**config.mk**
```make
export PLATFORM = sky130hd
export DESIGN_NAME = unrf_rx_filter
export DESIGN_NICKNAME = d
export VERILOG_FILES = /design/src/pkg/unrf_pkg.sv /design/src/pkg/unrf_samp_if.sv /design/src/rtl/unrf_baud_div.sv /design/src/rtl/unrf_bit_voter.sv /design/src/rtl/unrf_rx_filter.sv
export SDC_FILE = /design/constraint.sdc
export NUM_CORES = 1
export LEC_CHECK = 0
export BUFFER_PORTS_ARGS = -buffer_cell sky130_fd_sc_hd__buf_2
export CORE_MARGIN = 5
export CORE_UTILIZATION = 60
export CTS_CLUSTER_SIZE = 24
export DETAILED_ROUTE_END_ITERATION = 7
export MAX_ROUTING_LAYER = met4
export PLACE_DENSITY = 0.78
export SYNTH_ARGS = -nofsm -noshare
export SYNTH_HDL_FRONTEND = slang
export SYNTH_HIERARCHICAL = 1
export SYNTH_SLANG_ARGS = --single-unit
```
**constraint.sdc**
```tcl
create_clock -name core_clk -period 4.6 [get_ports core_clk]
set_clock_uncertainty 0.05 [all_clocks]
set_input_delay 0.23 -clock core_clk [delete_from_list [all_inputs] [get_ports core_clk]]
set_output_delay 0.23 -clock core_clk [all_outputs]
set_load 0.005 [all_outputs]
```
**src/pkg/unrf_pkg.sv**
```systemverilog
// Constants, types and register map of the nine-bit receive filter.
// Assumes an 8-bit register port and a 16x oversampling tick.
package unrf_pkg;

    ////////////////////////////////////////////////////////////////////////
    // Register port
    localparam int ADDR_W = 3;
    localparam int DATA_W = 8;
    typedef logic [ADDR_W-1:0] unrf_addr_t;
    typedef logic [DATA_W-1:0] unrf_data_t;

    localparam unrf_addr_t OFS_CTRL = 3'h0;
    localparam unrf_addr_t OFS_SER_BUF = 3'h1;
    localparam unrf_addr_t OFS_BAUD_LO = 3'h2;
    localparam unrf_addr_t OFS_BAUD_HI = 3'h3;
    localparam unrf_addr_t OFS_IRQ_STAT = 3'h4;
    localparam unrf_addr_t OFS_IRQ_MASK = 3'h5;

    // Fields of serial_control_reg
    localparam int CTRL_MODE_HI = 7;
    localparam int CTRL_MODE_LO = 6;
    localparam int CTRL_FILTER = 5;
    localparam int CTRL_RX_EN = 4;
    localparam int CTRL_BUSY = 3;
    localparam int CTRL_NINTH = 2;
    localparam int CTRL_FLAG = 0;

    // Fields of the interrupt status and mask registers
    localparam int IRQ_LOADED = 0;
    localparam int IRQ_DISCARD = 1;
    localparam int IRQ_REJECT = 2;
    localparam int IRQ_W = 3;

    ////////////////////////////////////////////////////////////////////////
    // Reset values
    localparam unrf_data_t CTRL_RST = 8'h00;
    localparam unrf_data_t SER_BUF_RST = 8'h00;
    localparam logic [15:0] BAUD_DIV_RST = 16'h0040;
    localparam logic [IRQ_W-1:0] IRQ_MASK_RST = 3'h0;
    localparam logic [8:0] SHIFT_PRELOAD = 9'h1ff;

    ////////////////////////////////////////////////////////////////////////
    // Timing: sample phases of the divide-by-16 bit counter and last count of the tail counter
    localparam logic [3:0] PH_FIRST = 4'h7;
    localparam logic [3:0] PH_MID = 4'h8;
    localparam logic [3:0] PH_LAST = 4'h9;
    localparam logic [3:0] TAIL_LAST = 4'hf;

    // Serial modes
    localparam logic [1:0] MODE_0 = 2'h0;
    localparam logic [1:0] MODE_1 = 2'h1;

    typedef enum logic [2:0] {
        ST_IDLE = 3'b001,
        ST_RECV = 3'b010,
        ST_TAIL = 3'b100
    } unrf_state_e;

endpackage

```
**src/pkg/unrf_samp_if.sv**
```systemverilog
// Bundle between the receive control and the majority bit voter.
// Assumes one clock domain; the tick is a one-cycle enable.
`timescale 1ns/10ps
`default_nettype none
interface unrf_samp_if;
    logic tick;
    logic [3:0] phase;
    logic line;
    logic vote_valid;
    logic vote_bit;

    modport ctrl (output tick, output phase, output line,
                  input vote_valid, input vote_bit);
    modport voter (input tick, input phase, input line,
                   output vote_valid, output vote_bit);
endinterface
`default_nettype wire

```
**src/rtl/unrf_baud_div.sv**
```systemverilog
// Oversampling divider: one-cycle tick every (divisor + 1) clocks.
// Assumes the divisor is held steady by software between frames.
`timescale 1ns/10ps
`default_nettype none
module unrf_baud_div #(
    parameter int DIV_W = 16
) (
    input wire logic core_clk,
    input wire logic reset_n,
    input wire logic [DIV_W-1:0] divisor,
    output logic tick_ff
);
    logic [DIV_W-1:0] count_ff;

    always_ff @(posedge core_clk or negedge reset_n) begin
        if (!reset_n) begin
            count_ff <= '0;
            tick_ff <= 1'b0;
        end else if (count_ff >= divisor) begin
            count_ff <= '0;
            tick_ff <= 1'b1;
        end else begin
            count_ff <= count_ff + 1'b1;
            tick_ff <= 1'b0;
        end
    end
endmodule
`default_nettype wire

```
**src/rtl/unrf_bit_voter.sv**
```systemverilog
// Two-of-three bit detector on the receive line.
// Assumes the phase counter advances once per tick.
`timescale 1ns/10ps
`default_nettype none
module unrf_bit_voter
    import unrf_pkg::*;
(
    input wire logic core_clk,
    input wire logic reset_n,
    unrf_samp_if.voter sif
);
    logic s_first_ff;
    logic s_mid_ff;
    logic valid_ff;
    logic bit_ff;

    assign sif.vote_valid = valid_ff;
    assign sif.vote_bit = bit_ff;

    always_ff @(posedge core_clk or negedge reset_n) begin
        if (!reset_n) begin
            s_first_ff <= 1'b1;
            s_mid_ff <= 1'b1;
        end else if (sif.tick && sif.phase == PH_FIRST) begin
            s_first_ff <= sif.line;
        end else if (sif.tick && sif.phase == PH_MID) begin
            s_mid_ff <= sif.line;
        end
    end

    // Majority of the three samples
    always_ff @(posedge core_clk or negedge reset_n) begin
        if (!reset_n) begin
            valid_ff <= 1'b0;
            bit_ff <= 1'b1;
        end else begin
            valid_ff <= sif.tick && sif.phase == PH_LAST;
            if (sif.tick && sif.phase == PH_LAST) begin
                bit_ff <= (s_first_ff & s_mid_ff) | (s_first_ff & sif.line) |
                          (s_mid_ff & sif.line);
            end
        end
    end
endmodule
`default_nettype wire

```
**src/rtl/unrf_rx_filter.sv**
```systemverilog
// Receive completion and address filter of a nine-bit frame UART.
// Assumes rxd and the register port are synchronous to core_clk.
`timescale 1ns/10ps
`default_nettype none

// Operation
// - Each accepted bit enters the shift register at the right end.
// - Nine-bit register; start at leftmost position triggers final shift.
// - Load only if flag clear and (mode zero, filter off or ninth bit one).
// - Failed condition: frame dropped, buffer and ninth bit kept, no flag.
// - On load, ninth bit to its holder, eight data bits to buffer.
// - One bit time after final shift, watch again for falling edge.
// - Modes two and three carry nine data bits; ninth kept in status.
// - Mode zero ignores the address filter enable.
// - Mode one with filter on needs a high ninth bit.
// - Frame: low start, eight data LSB first, ninth bit, high stop.
// - Start edge resets the bit counter and presets shift register ones.
// - Line sampled at phases seven, eight, nine; majority accepted.
// - First bit not zero: reception abandoned, edge search resumes.
module unrf_rx_filter
    import unrf_pkg::*;
#(
    parameter logic [15:0] BAUD_DIV_RESET = unrf_pkg::BAUD_DIV_RST
) (
    input wire logic core_clk,
    input wire logic reset_n,
    input wire logic rxd,
    input wire unrf_pkg::unrf_addr_t reg_addr,
    input wire unrf_pkg::unrf_data_t reg_wdata,
    input wire logic reg_wr,
    input wire logic reg_rd,
    output unrf_pkg::unrf_data_t reg_rdata_ff,
    output logic irq_ff,
    output logic rx_int_req_ff
);
    import unrf_pkg::*;

    ////////////////////////////////////////////////////////////////////////
    // Declarations
    unrf_state_e state_ff;
    unrf_state_e nxt_state;
    logic [1:0] mode_ff;
    logic address_filter_enable_ff;
    logic rx_enable_ff;
    logic receive_done_flag_ff;
    logic nxt_receive_done_flag;
    logic received_ninth_bit_ff;
    unrf_data_t serial_buffer_ff;
    logic [15:0] baud_div_ff;
    logic [IRQ_W-1:0] irq_stat_ff;
    logic [IRQ_W-1:0] nxt_irq_stat;
    logic [IRQ_W-1:0] irq_mask_ff;
    logic [8:0] shift_ff;
    logic [3:0] phase_ff;
    logic [3:0] tail_cnt_ff;
    logic line_prev_ff;
    logic tick;
    logic start_edge;
    logic first_bit;
    logic final_shift;
    logic filter_pass;
    logic load_frame;
    logic ev_loaded;
    logic ev_discard;
    logic ev_reject;
    logic wr_ctrl;
    logic rd_irq_stat;
    unrf_data_t frame_byte;
    unrf_data_t ctrl_view;

    unrf_samp_if sif ();

    ////////////////////////////////////////////////////////////////////////
    // Oversampling tick and bit voter
    unrf_baud_div #(
        .DIV_W(16)
    ) u_baud_div (
        .core_clk(core_clk),
        .reset_n(reset_n),
        .divisor(baud_div_ff),
        .tick_ff(tick)
    );

    assign sif.tick = tick;
    assign sif.phase = phase_ff;
    assign sif.line = rxd;

    unrf_bit_voter u_bit_voter (
        .core_clk(core_clk),
        .reset_n(reset_n),
        .sif(sif)
    );

    ////////////////////////////////////////////////////////////////////////
    // Frame decode
    always_comb begin
        for (int i = 0; i < DATA_W; i++) begin
            frame_byte[i] = shift_ff[DATA_W-1-i];
        end
    end

    assign start_edge = tick && line_prev_ff && !rxd && rx_enable_ff;
    assign first_bit = sif.vote_valid && shift_ff == SHIFT_PRELOAD;
    // Start bit sits at the left end before the last shift
    assign final_shift = sif.vote_valid && !first_bit
                         && !shift_ff[8];
    // Mode 0 skips the filter; other modes with the filter on need the ninth bit high
    assign filter_pass = (mode_ff == MODE_0) || !address_filter_enable_ff
                         || sif.vote_bit;
    assign load_frame = state_ff == ST_RECV && final_shift
                        && !receive_done_flag_ff && filter_pass;
    assign ev_loaded = load_frame;
    assign ev_discard = state_ff == ST_RECV && final_shift
                        && !load_frame;
    assign ev_reject = state_ff == ST_RECV && first_bit
                       && sif.vote_bit;

    ////////////////////////////////////////////////////////////////////////
    // Receive sequencer
    always_comb begin
        nxt_state = state_ff;
        unique case (state_ff)
            ST_IDLE: begin
                if (start_edge) begin
                    nxt_state = ST_RECV;
                end
            end
            ST_RECV: begin
                if (ev_reject) begin
                    nxt_state = ST_IDLE;
                end else if (final_shift) begin
                    nxt_state = ST_TAIL;
                end
            end
            ST_TAIL: begin
                if (tick && tail_cnt_ff == TAIL_LAST) begin
                    nxt_state = ST_IDLE;
                end
            end
            default: begin
                nxt_state = ST_IDLE;
            end
        endcase
    end

    always_ff @(posedge core_clk or negedge reset_n) begin
        if (!reset_n) begin
            state_ff <= ST_IDLE;
        end else begin
            state_ff <= nxt_state;
        end
    end

    // Line history for falling edge search
    always_ff @(posedge core_clk or negedge reset_n) begin
        if (!reset_n) begin
            line_prev_ff <= 1'b1;
        end else if (tick) begin
            line_prev_ff <= rxd;
        end
    end

    // Divide-by-16 bit counter
    always_ff @(posedge core_clk or negedge reset_n) begin
        if (!reset_n) begin
            phase_ff <= '0;
        end else if (state_ff == ST_IDLE && start_edge) begin
            phase_ff <= '0;
        end else if (tick && state_ff != ST_IDLE) begin
            phase_ff <= phase_ff + 1'b1;
        end
    end

    // One bit time after the final shift
    always_ff @(posedge core_clk or negedge reset_n) begin
        if (!reset_n) begin
            tail_cnt_ff <= '0;
        end else if (state_ff != ST_TAIL) begin
            tail_cnt_ff <= '0;
        end else if (tick) begin
            tail_cnt_ff <= tail_cnt_ff + 1'b1;
        end
    end

    // Input shift register
    always_ff @(posedge core_clk or negedge reset_n) begin
        if (!reset_n) begin
            shift_ff <= SHIFT_PRELOAD;
        end else if (state_ff == ST_IDLE && start_edge) begin
            shift_ff <= SHIFT_PRELOAD;
        end else if (state_ff == ST_RECV && sif.vote_valid && !ev_reject) begin
            shift_ff <= {shift_ff[7:0], sif.vote_bit};
        end
    end

    ////////////////////////////////////////////////////////////////////////
    // Received data holders
    always_ff @(posedge core_clk or negedge reset_n) begin
        if (!reset_n) begin
            serial_buffer_ff <= SER_BUF_RST;
            received_ninth_bit_ff <= 1'b0;
        end else if (load_frame) begin
            serial_buffer_ff <= frame_byte;
            received_ninth_bit_ff <= sif.vote_bit;
        end
    end

    // Receive done flag: hardware set wins over a software clear
    assign wr_ctrl = reg_wr && reg_addr == OFS_CTRL;

    always_comb begin
        nxt_receive_done_flag = receive_done_flag_ff;
        if (wr_ctrl) begin
            nxt_receive_done_flag = reg_wdata[CTRL_FLAG];
        end
        if (load_frame) begin
            nxt_receive_done_flag = 1'b1;
        end
    end

    always_ff @(posedge core_clk or negedge reset_n) begin
        if (!reset_n) begin
            receive_done_flag_ff <= CTRL_RST[CTRL_FLAG];
            rx_int_req_ff <= 1'b0;
        end else begin
            receive_done_flag_ff <= nxt_receive_done_flag;
            rx_int_req_ff <= nxt_receive_done_flag;
        end
    end

    ////////////////////////////////////////////////////////////////////////
    // Software control
    always_ff @(posedge core_clk or negedge reset_n) begin
        if (!reset_n) begin
            mode_ff <= CTRL_RST[CTRL_MODE_HI:CTRL_MODE_LO];
            address_filter_enable_ff <= CTRL_RST[CTRL_FILTER];
            rx_enable_ff <= CTRL_RST[CTRL_RX_EN];
        end else if (wr_ctrl) begin
            mode_ff <= reg_wdata[CTRL_MODE_HI:CTRL_MODE_LO];
            address_filter_enable_ff <= reg_wdata[CTRL_FILTER];
            rx_enable_ff <= reg_wdata[CTRL_RX_EN];
        end
    end

    always_ff @(posedge core_clk or negedge reset_n) begin
        if (!reset_n) begin
            baud_div_ff <= BAUD_DIV_RESET;
        end else if (reg_wr && reg_addr == OFS_BAUD_LO) begin
            baud_div_ff[7:0] <= reg_wdata;
        end else if (reg_wr && reg_addr == OFS_BAUD_HI) begin
            baud_div_ff[15:8] <= reg_wdata;
        end
    end

    always_ff @(posedge core_clk or negedge reset_n) begin
        if (!reset_n) begin
            irq_mask_ff <= IRQ_MASK_RST;
        end else if (reg_wr && reg_addr == OFS_IRQ_MASK) begin
            irq_mask_ff <= reg_wdata[IRQ_W-1:0];
        end
    end

    ////////////////////////////////////////////////////////////////////////
    // Event status, cleared by reading, new events win
    assign rd_irq_stat = reg_rd && reg_addr == OFS_IRQ_STAT;

    always_comb begin
        nxt_irq_stat = rd_irq_stat ? '0 : irq_stat_ff;
        nxt_irq_stat[IRQ_LOADED] = nxt_irq_stat[IRQ_LOADED] | ev_loaded;
        nxt_irq_stat[IRQ_DISCARD] = nxt_irq_stat[IRQ_DISCARD] | ev_discard;
        nxt_irq_stat[IRQ_REJECT] = nxt_irq_stat[IRQ_REJECT] | ev_reject;
    end

    always_ff @(posedge core_clk or negedge reset_n) begin
        if (!reset_n) begin
            irq_stat_ff <= '0;
            irq_ff <= 1'b0;
        end else begin
            irq_stat_ff <= nxt_irq_stat;
            irq_ff <= |(nxt_irq_stat & irq_mask_ff);
        end
    end

    ////////////////////////////////////////////////////////////////////////
    // Read port, data one cycle after the strobe
    always_comb begin
        ctrl_view = '0;
        ctrl_view[CTRL_MODE_HI:CTRL_MODE_LO] = mode_ff;
        ctrl_view[CTRL_FILTER] = address_filter_enable_ff;
        ctrl_view[CTRL_RX_EN] = rx_enable_ff;
        ctrl_view[CTRL_BUSY] = state_ff != ST_IDLE;
        ctrl_view[CTRL_NINTH] = received_ninth_bit_ff;
        ctrl_view[CTRL_FLAG] = receive_done_flag_ff;
    end

    always_ff @(posedge core_clk or negedge reset_n) begin
        if (!reset_n) begin
            reg_rdata_ff <= '0;
        end else if (reg_rd) begin
            case (reg_addr)
                OFS_CTRL: reg_rdata_ff <= ctrl_view;
                OFS_SER_BUF: reg_rdata_ff <= serial_buffer_ff;
                OFS_BAUD_LO: reg_rdata_ff <= baud_div_ff[7:0];
                OFS_BAUD_HI: reg_rdata_ff <= baud_div_ff[15:8];
                OFS_IRQ_STAT: reg_rdata_ff <= {5'h00, irq_stat_ff};
                OFS_IRQ_MASK: reg_rdata_ff <= {5'h00, irq_mask_ff};
                default: reg_rdata_ff <= '0;
            endcase
        end else begin
            reg_rdata_ff <= '0;
        end
    end
endmodule
`default_nettype wire

```
==> flow_results.xml <==
<?xml version="1.0" encoding="UTF-8"?>
<metrics>
  <group name="critical_path">
    <metric name="critical_path_required" unit="ps">4750</metric>
    <metric name="rr_startpoint" unit="">baud_div_ff[6]</metric>
    <metric name="crit_path_max_fanout" unit="">11</metric>
    <metric name="setup.reg_to_reg.worst_slack" unit="ps">2120</metric>
    <metric name="r2r-end" unit="">u_baud_div/count_ff[4]</metric>
    <metric name="path_cells" unit="">inv_1 -&gt; ha_1 -&gt; nand4_1 -&gt; a31o_1 -&gt; a21oi_1 -&gt; buf_4 -&gt; nor4_1</metric>
    <metric name="rr_worst_depth" unit="">7</metric>
    <metric name="timing.critical_path.from_type" unit="">flop</metric>
    <metric name="crit_arrival" unit="ps">2620</metric>
    <metric name="largest_incremental_delay_on_the_critical_path" unit="ps">670</metric>
    <metric name="worst_setup_path_end_kind" unit="">flop</metric>
    <metric name="criticalPathCategory" unit="">reg -&gt; reg</metric>
    <metric name="slowest_stage" unit="">sky130_fd_sc_hd__a21oi_1</metric>
  </group>
  <group name="drt">
    <metric name="ant_nets" unit="">0</metric>
    <metric name="drt-initial-drc-count" unit="">144</metric>
    <metric name="post_drt_wl_per_cell" unit="um">17.3</metric>
    <metric name="vias_per_cell" unit="">5.89</metric>
    <metric name="vias" unit="">3083</metric>
    <metric name="postRouteWirelength" unit="mm">9.05</metric>
    <metric name="detailedRoute.firstPassIterationCount" unit="">4</metric>
    <metric name="detail_route.drc_violations" unit="">0</metric>
  </group>
  <group name="final_layout">
    <metric name="finish.net_count" unit="">454</metric>
    <metric name="postLayoutCoreUtil" unit="%">68.1</metric>
    <metric name="drive_gt1_share" unit="%">27.4</metric>
    <metric name="antennaDiodeCount" unit="">0</metric>
    <metric name="layout-area-overhead-vs-synth" unit="%">9.62</metric>
  </group>
  <group name="floorplan">
    <metric name="die_area" unit="mm2">0.00943</metric>
    <metric name="initial_utilization" unit="%">62.1</metric>
    <metric name="placeableCoreArea" unit="mm2">0.00733</metric>
    <metric name="rows" unit="">31</metric>
    <metric name="io_pins" unit="">26</metric>
    <metric name="die_h" unit="um">97.1</metric>
    <metric name="die_x" unit="um">97.1</metric>
  </group>
  <group name="clocking">
    <metric name="clock_latency_at_the_later_pin_of_the_worst_skew_pair" unit="ps">360</metric>
    <metric name="clk_pin_slew_worst_setup_hold_paths" unit="ps">90</metric>
    <metric name="cts-root-buf" unit="">sky130_fd_sc_hd__clkbuf_8</metric>
    <metric name="cts_hold_repair.buffers" unit="">0</metric>
    <metric name="post_cts.repair.setup_buffers" unit="">0</metric>
    <metric name="cts_inserted_buffers" unit="">9</metric>
    <metric name="post_cts_resized" unit="">0</metric>
    <metric name="cts_tree" unit="">yes</metric>
    <metric name="clock_sinks" unit="">87</metric>
    <metric name="cts-root-to-sink-buffers" unit="">2</metric>
    <metric name="ctsHtreeMaxLevel" unit="">3</metric>
  </group>
  <group name="place">
    <metric name="port_buffers" unit="">25</metric>
    <metric name="dp.final_hpwl" unit="mm">6.36</metric>
    <metric name="gpl.final_weighted_congestion" unit="">0.893</metric>
  </group>
  <group name="timing">
    <metric name="final_setup_violation_count" unit="">0</metric>
    <metric name="period_share" unit="%">53.8</metric>
    <metric name="maxClockFrequency" unit="MHz">404</metric>
    <metric name="timing.hold.ws" unit="ps">14.8</metric>
    <metric name="slew_headroom" unit="%">29.2</metric>
    <metric name="period_needed" unit="ps">2480</metric>
    <metric name="rsz0062_at_grt" unit="">false</metric>
    <metric name="final_hold_viol_count" unit="">0</metric>
    <metric name="total_negative_setup_slack" unit="ps">0</metric>
    <metric name="slew_violations" unit="">0</metric>
    <metric name="timing_worst_slew_pin_value" unit="ps">1060</metric>
  </group>
  <group name="synthesis">
    <metric name="post_synth_mux_area_share" unit="%">14.5</metric>
    <metric name="synth_largest_area_cell" unit="">sky130_fd_sc_hd__dfrtp_1</metric>
    <metric name="ys.flop_type" unit="">sky130_fd_sc_hd__dfrtp_1</metric>
    <metric name="async_set_reset_flop_share_out_of_synthesis" unit="%">100</metric>
    <metric name="synthesis.area" unit="mm2">0.00455</metric>
    <metric name="synth_nets" unit="">427</metric>
    <metric name="synth_enable_flop_cells" unit="">0</metric>
    <metric name="synth_sequential_area_ratio" unit="%">48.2</metric>
    <metric name="netlist_top_cells_area" unit="">sky130_fd_sc_hd__dfrtp_1, sky130_fd_sc_hd__dfstp_2, sky130_fd_sc_hd__mux2_2</metric>
    <metric name="yosys.area.top_type_share" unit="%">39.6</metric>
    <metric name="synthXorXnorAreaFrac" unit="%">3.27</metric>
    <metric name="largest_family_of_logic_cells_by_synthesized_area" unit="">simple AND/OR/NAND/NOR gates</metric>
    <metric name="ys_seq_elements" unit="">87</metric>
    <metric name="synth-compound-area-share" unit="%">7.26</metric>
    <metric name="yosysWarnings" unit="">6</metric>
    <metric name="synth_adder_area_share" unit="%">5.44</metric>
    <metric name="synth_common_cells" unit="">sky130_fd_sc_hd__dfrtp_1, sky130_fd_sc_hd__nand2_1, sky130_fd_sc_hd__mux2_2, sky130_fd_sc_hd__inv_1, sky130_fd_sc_hd__ha_1</metric>
    <metric name="syn-instance-count" unit="">392</metric>
    <metric name="synth_simple_gate_area_share" unit="%">17.7</metric>
    <metric name="post_synth_num_cell_types" unit="">62</metric>
    <metric name="syn-mean-instance-area" unit="um2">11.6</metric>
    <metric name="yosys.cell_count.top_type" unit="">sky130_fd_sc_hd__dfrtp_1</metric>
  </group>
  <group name="global_routing">
    <metric name="grt_first_pass_wirelength" unit="mm">15.3</metric>
    <metric name="largest_net_degree_at_the_start_of_global_routing" unit="">88</metric>
    <metric name="vias_in_the_first_global_route" unit="">3027</metric>
    <metric name="gr-total-overflow" unit="">0</metric>
    <metric name="antenna_found_initial" unit="">0</metric>
    <metric name="gr-usage-all-layers" unit="%">20.8</metric>
  </group>
  <group name="min_path">
    <metric name="hold_path_class" unit="">in -&gt; async</metric>
  </group>
  <group name="power">
    <metric name="ir_worst_vdd" unit="uV">183</metric>
    <metric name="power.switching_fraction" unit="%">29.6</metric>
    <metric name="clock_power_share" unit="%">29.5</metric>
    <metric name="power_density" unit="mW/mm2">427</metric>
    <metric name="power.static_leakage" unit="uW">0.00225</metric>
    <metric name="comb_power_share" unit="%">21.1</metric>
    <metric name="internal-power" unit="uW">1500</metric>
    <metric name="net-switching-power" unit="uW">630</metric>
    <metric name="seq_power_share" unit="%">49.5</metric>
  </group>
  <group name="run_status">
    <metric name="outcome" unit="">finished, final reports clean</metric>
  </group>
  <group name="flow_run">
    <metric name="cap_viol_max_count" unit="">0</metric>
  </group>
</metrics>
-- kinds of logic (layout without fill, tap and decap cells) --
logic type / count (synthesis) / in the layout
AO/OA/AOI/OAI: 44 / 44
flip-flops: 87 / 87
multiplexers: 54 / 54
XOR/XNOR: 17 / 17
buffers and inverters: 37 / 69
adder cells (fa/ha/maj): 20 / 20
AND/OR/NAND/NOR: 133 / 133
-- cell type report --
| cell class | instances | area (um2) |
|---|---|---|
| clock buffers | 10 | 128 |
| clock inverters | 6 | 109 |
| fillers | 512 | 2340 |
| inverters | 26 | 97.6 |
| multi-input cells | 268 | 2190 |
| flip-flops and latches | 87 | 2200 |
| well taps | 99 | 124 |
| repair buffers | 27 | 143 |
-- stage by stage --
| step | instances | cell area, um2 | power, uW | worst slack (ps) |
|---|---|---|---|---|
| after floorplan | 392 | 4550 | 1370 | 2520 |
| after global placement | 507 | 4750 | 1490 | 2170 |
| after detailed placement | 507 | 4750 | 1510 | 2150 |
| after CTS | 523 | 4990 | 2140 | 2120 |
| after global routing | 523 | 4990 | 2260 | 2010 |
| final | 523 | 4990 | 2130 | 2120 |
-- cells in the final DEF (no fill, tap or decap), drive strengths merged, types with 4 or more instances in the layout --
master	netlist	routed
buf	8	27
nor3	4	4
inv	26	26
a21oi	11	11
and2	6	6
mux2	37	37
ha	19	19
o21ai	5	5
dfstp	15	15
mux2i	14	14
nand2b	4	4
nand3	14	14
nand3b	4	4
nor3b	4	4
nand4	10	10
nor4	19	19
nand2	30	30
o22ai	5	5
nor2	19	19
o21a	5	5
dfrtp	72	72
xnor2	14	14
clkbuf	3	10
-- worst max-delay path, delay by kind of cell, from the launching register on --
family	cells	cell delay, ps
buf+inv	2	370
compound gates	2	860
simple gates	2	200
fa+ha+maj	1	310
flops	1	540
-- power groups by stage --
stage                     combinational [uW]  clock, uW  sequential, uW
final                                    449        628            1050
after detailed placement                 447          0            1060
after CTS                                450        638            1050
after global placement                   431          0            1060
after floorplan                          348          0            1020
after global routing                     509        678            1080
-- worst max path at each step --
stage                                        from                      end  slack, ps  cells past startpoint
after floorplan                    baud_div_ff[6]  u_baud_div/count_ff[10]       2520                      7
after global placement             baud_div_ff[6]   u_baud_div/count_ff[3]       2170                      7
after detailed placement           baud_div_ff[6]   u_baud_div/count_ff[4]       2150                      6
after CTS                 u_baud_div/count_ff[11]   u_baud_div/count_ff[4]       2120                      5
after global routing      u_baud_div/count_ff[11]   u_baud_div/count_ff[5]       2010                      5
final                              baud_div_ff[6]   u_baud_div/count_ff[4]       2120                      7
-- sequential cells by signal (all words and copies together), names as in the netlist, 2 cells and up --
signal and count:
shift_ff 9, tail_cnt_ff 4, u_baud_div/count_ff 16, irq_mask_ff 3, mode_ff 2, phase_ff 4
reg_rdata_ff 8, irq_stat_ff 3, serial_buffer_ff 8, state_ff 3, baud_div_ff 16
-- layer usage --
metal | wire length (um) | track usage [%]
met1 | 4260 | 28.3
met3 | 402 | 5.10
met4 | 267 | 8.32
met2 | 4120 | 30.1
met5 | 0 | -
Power figures use the tool's default switching activity.
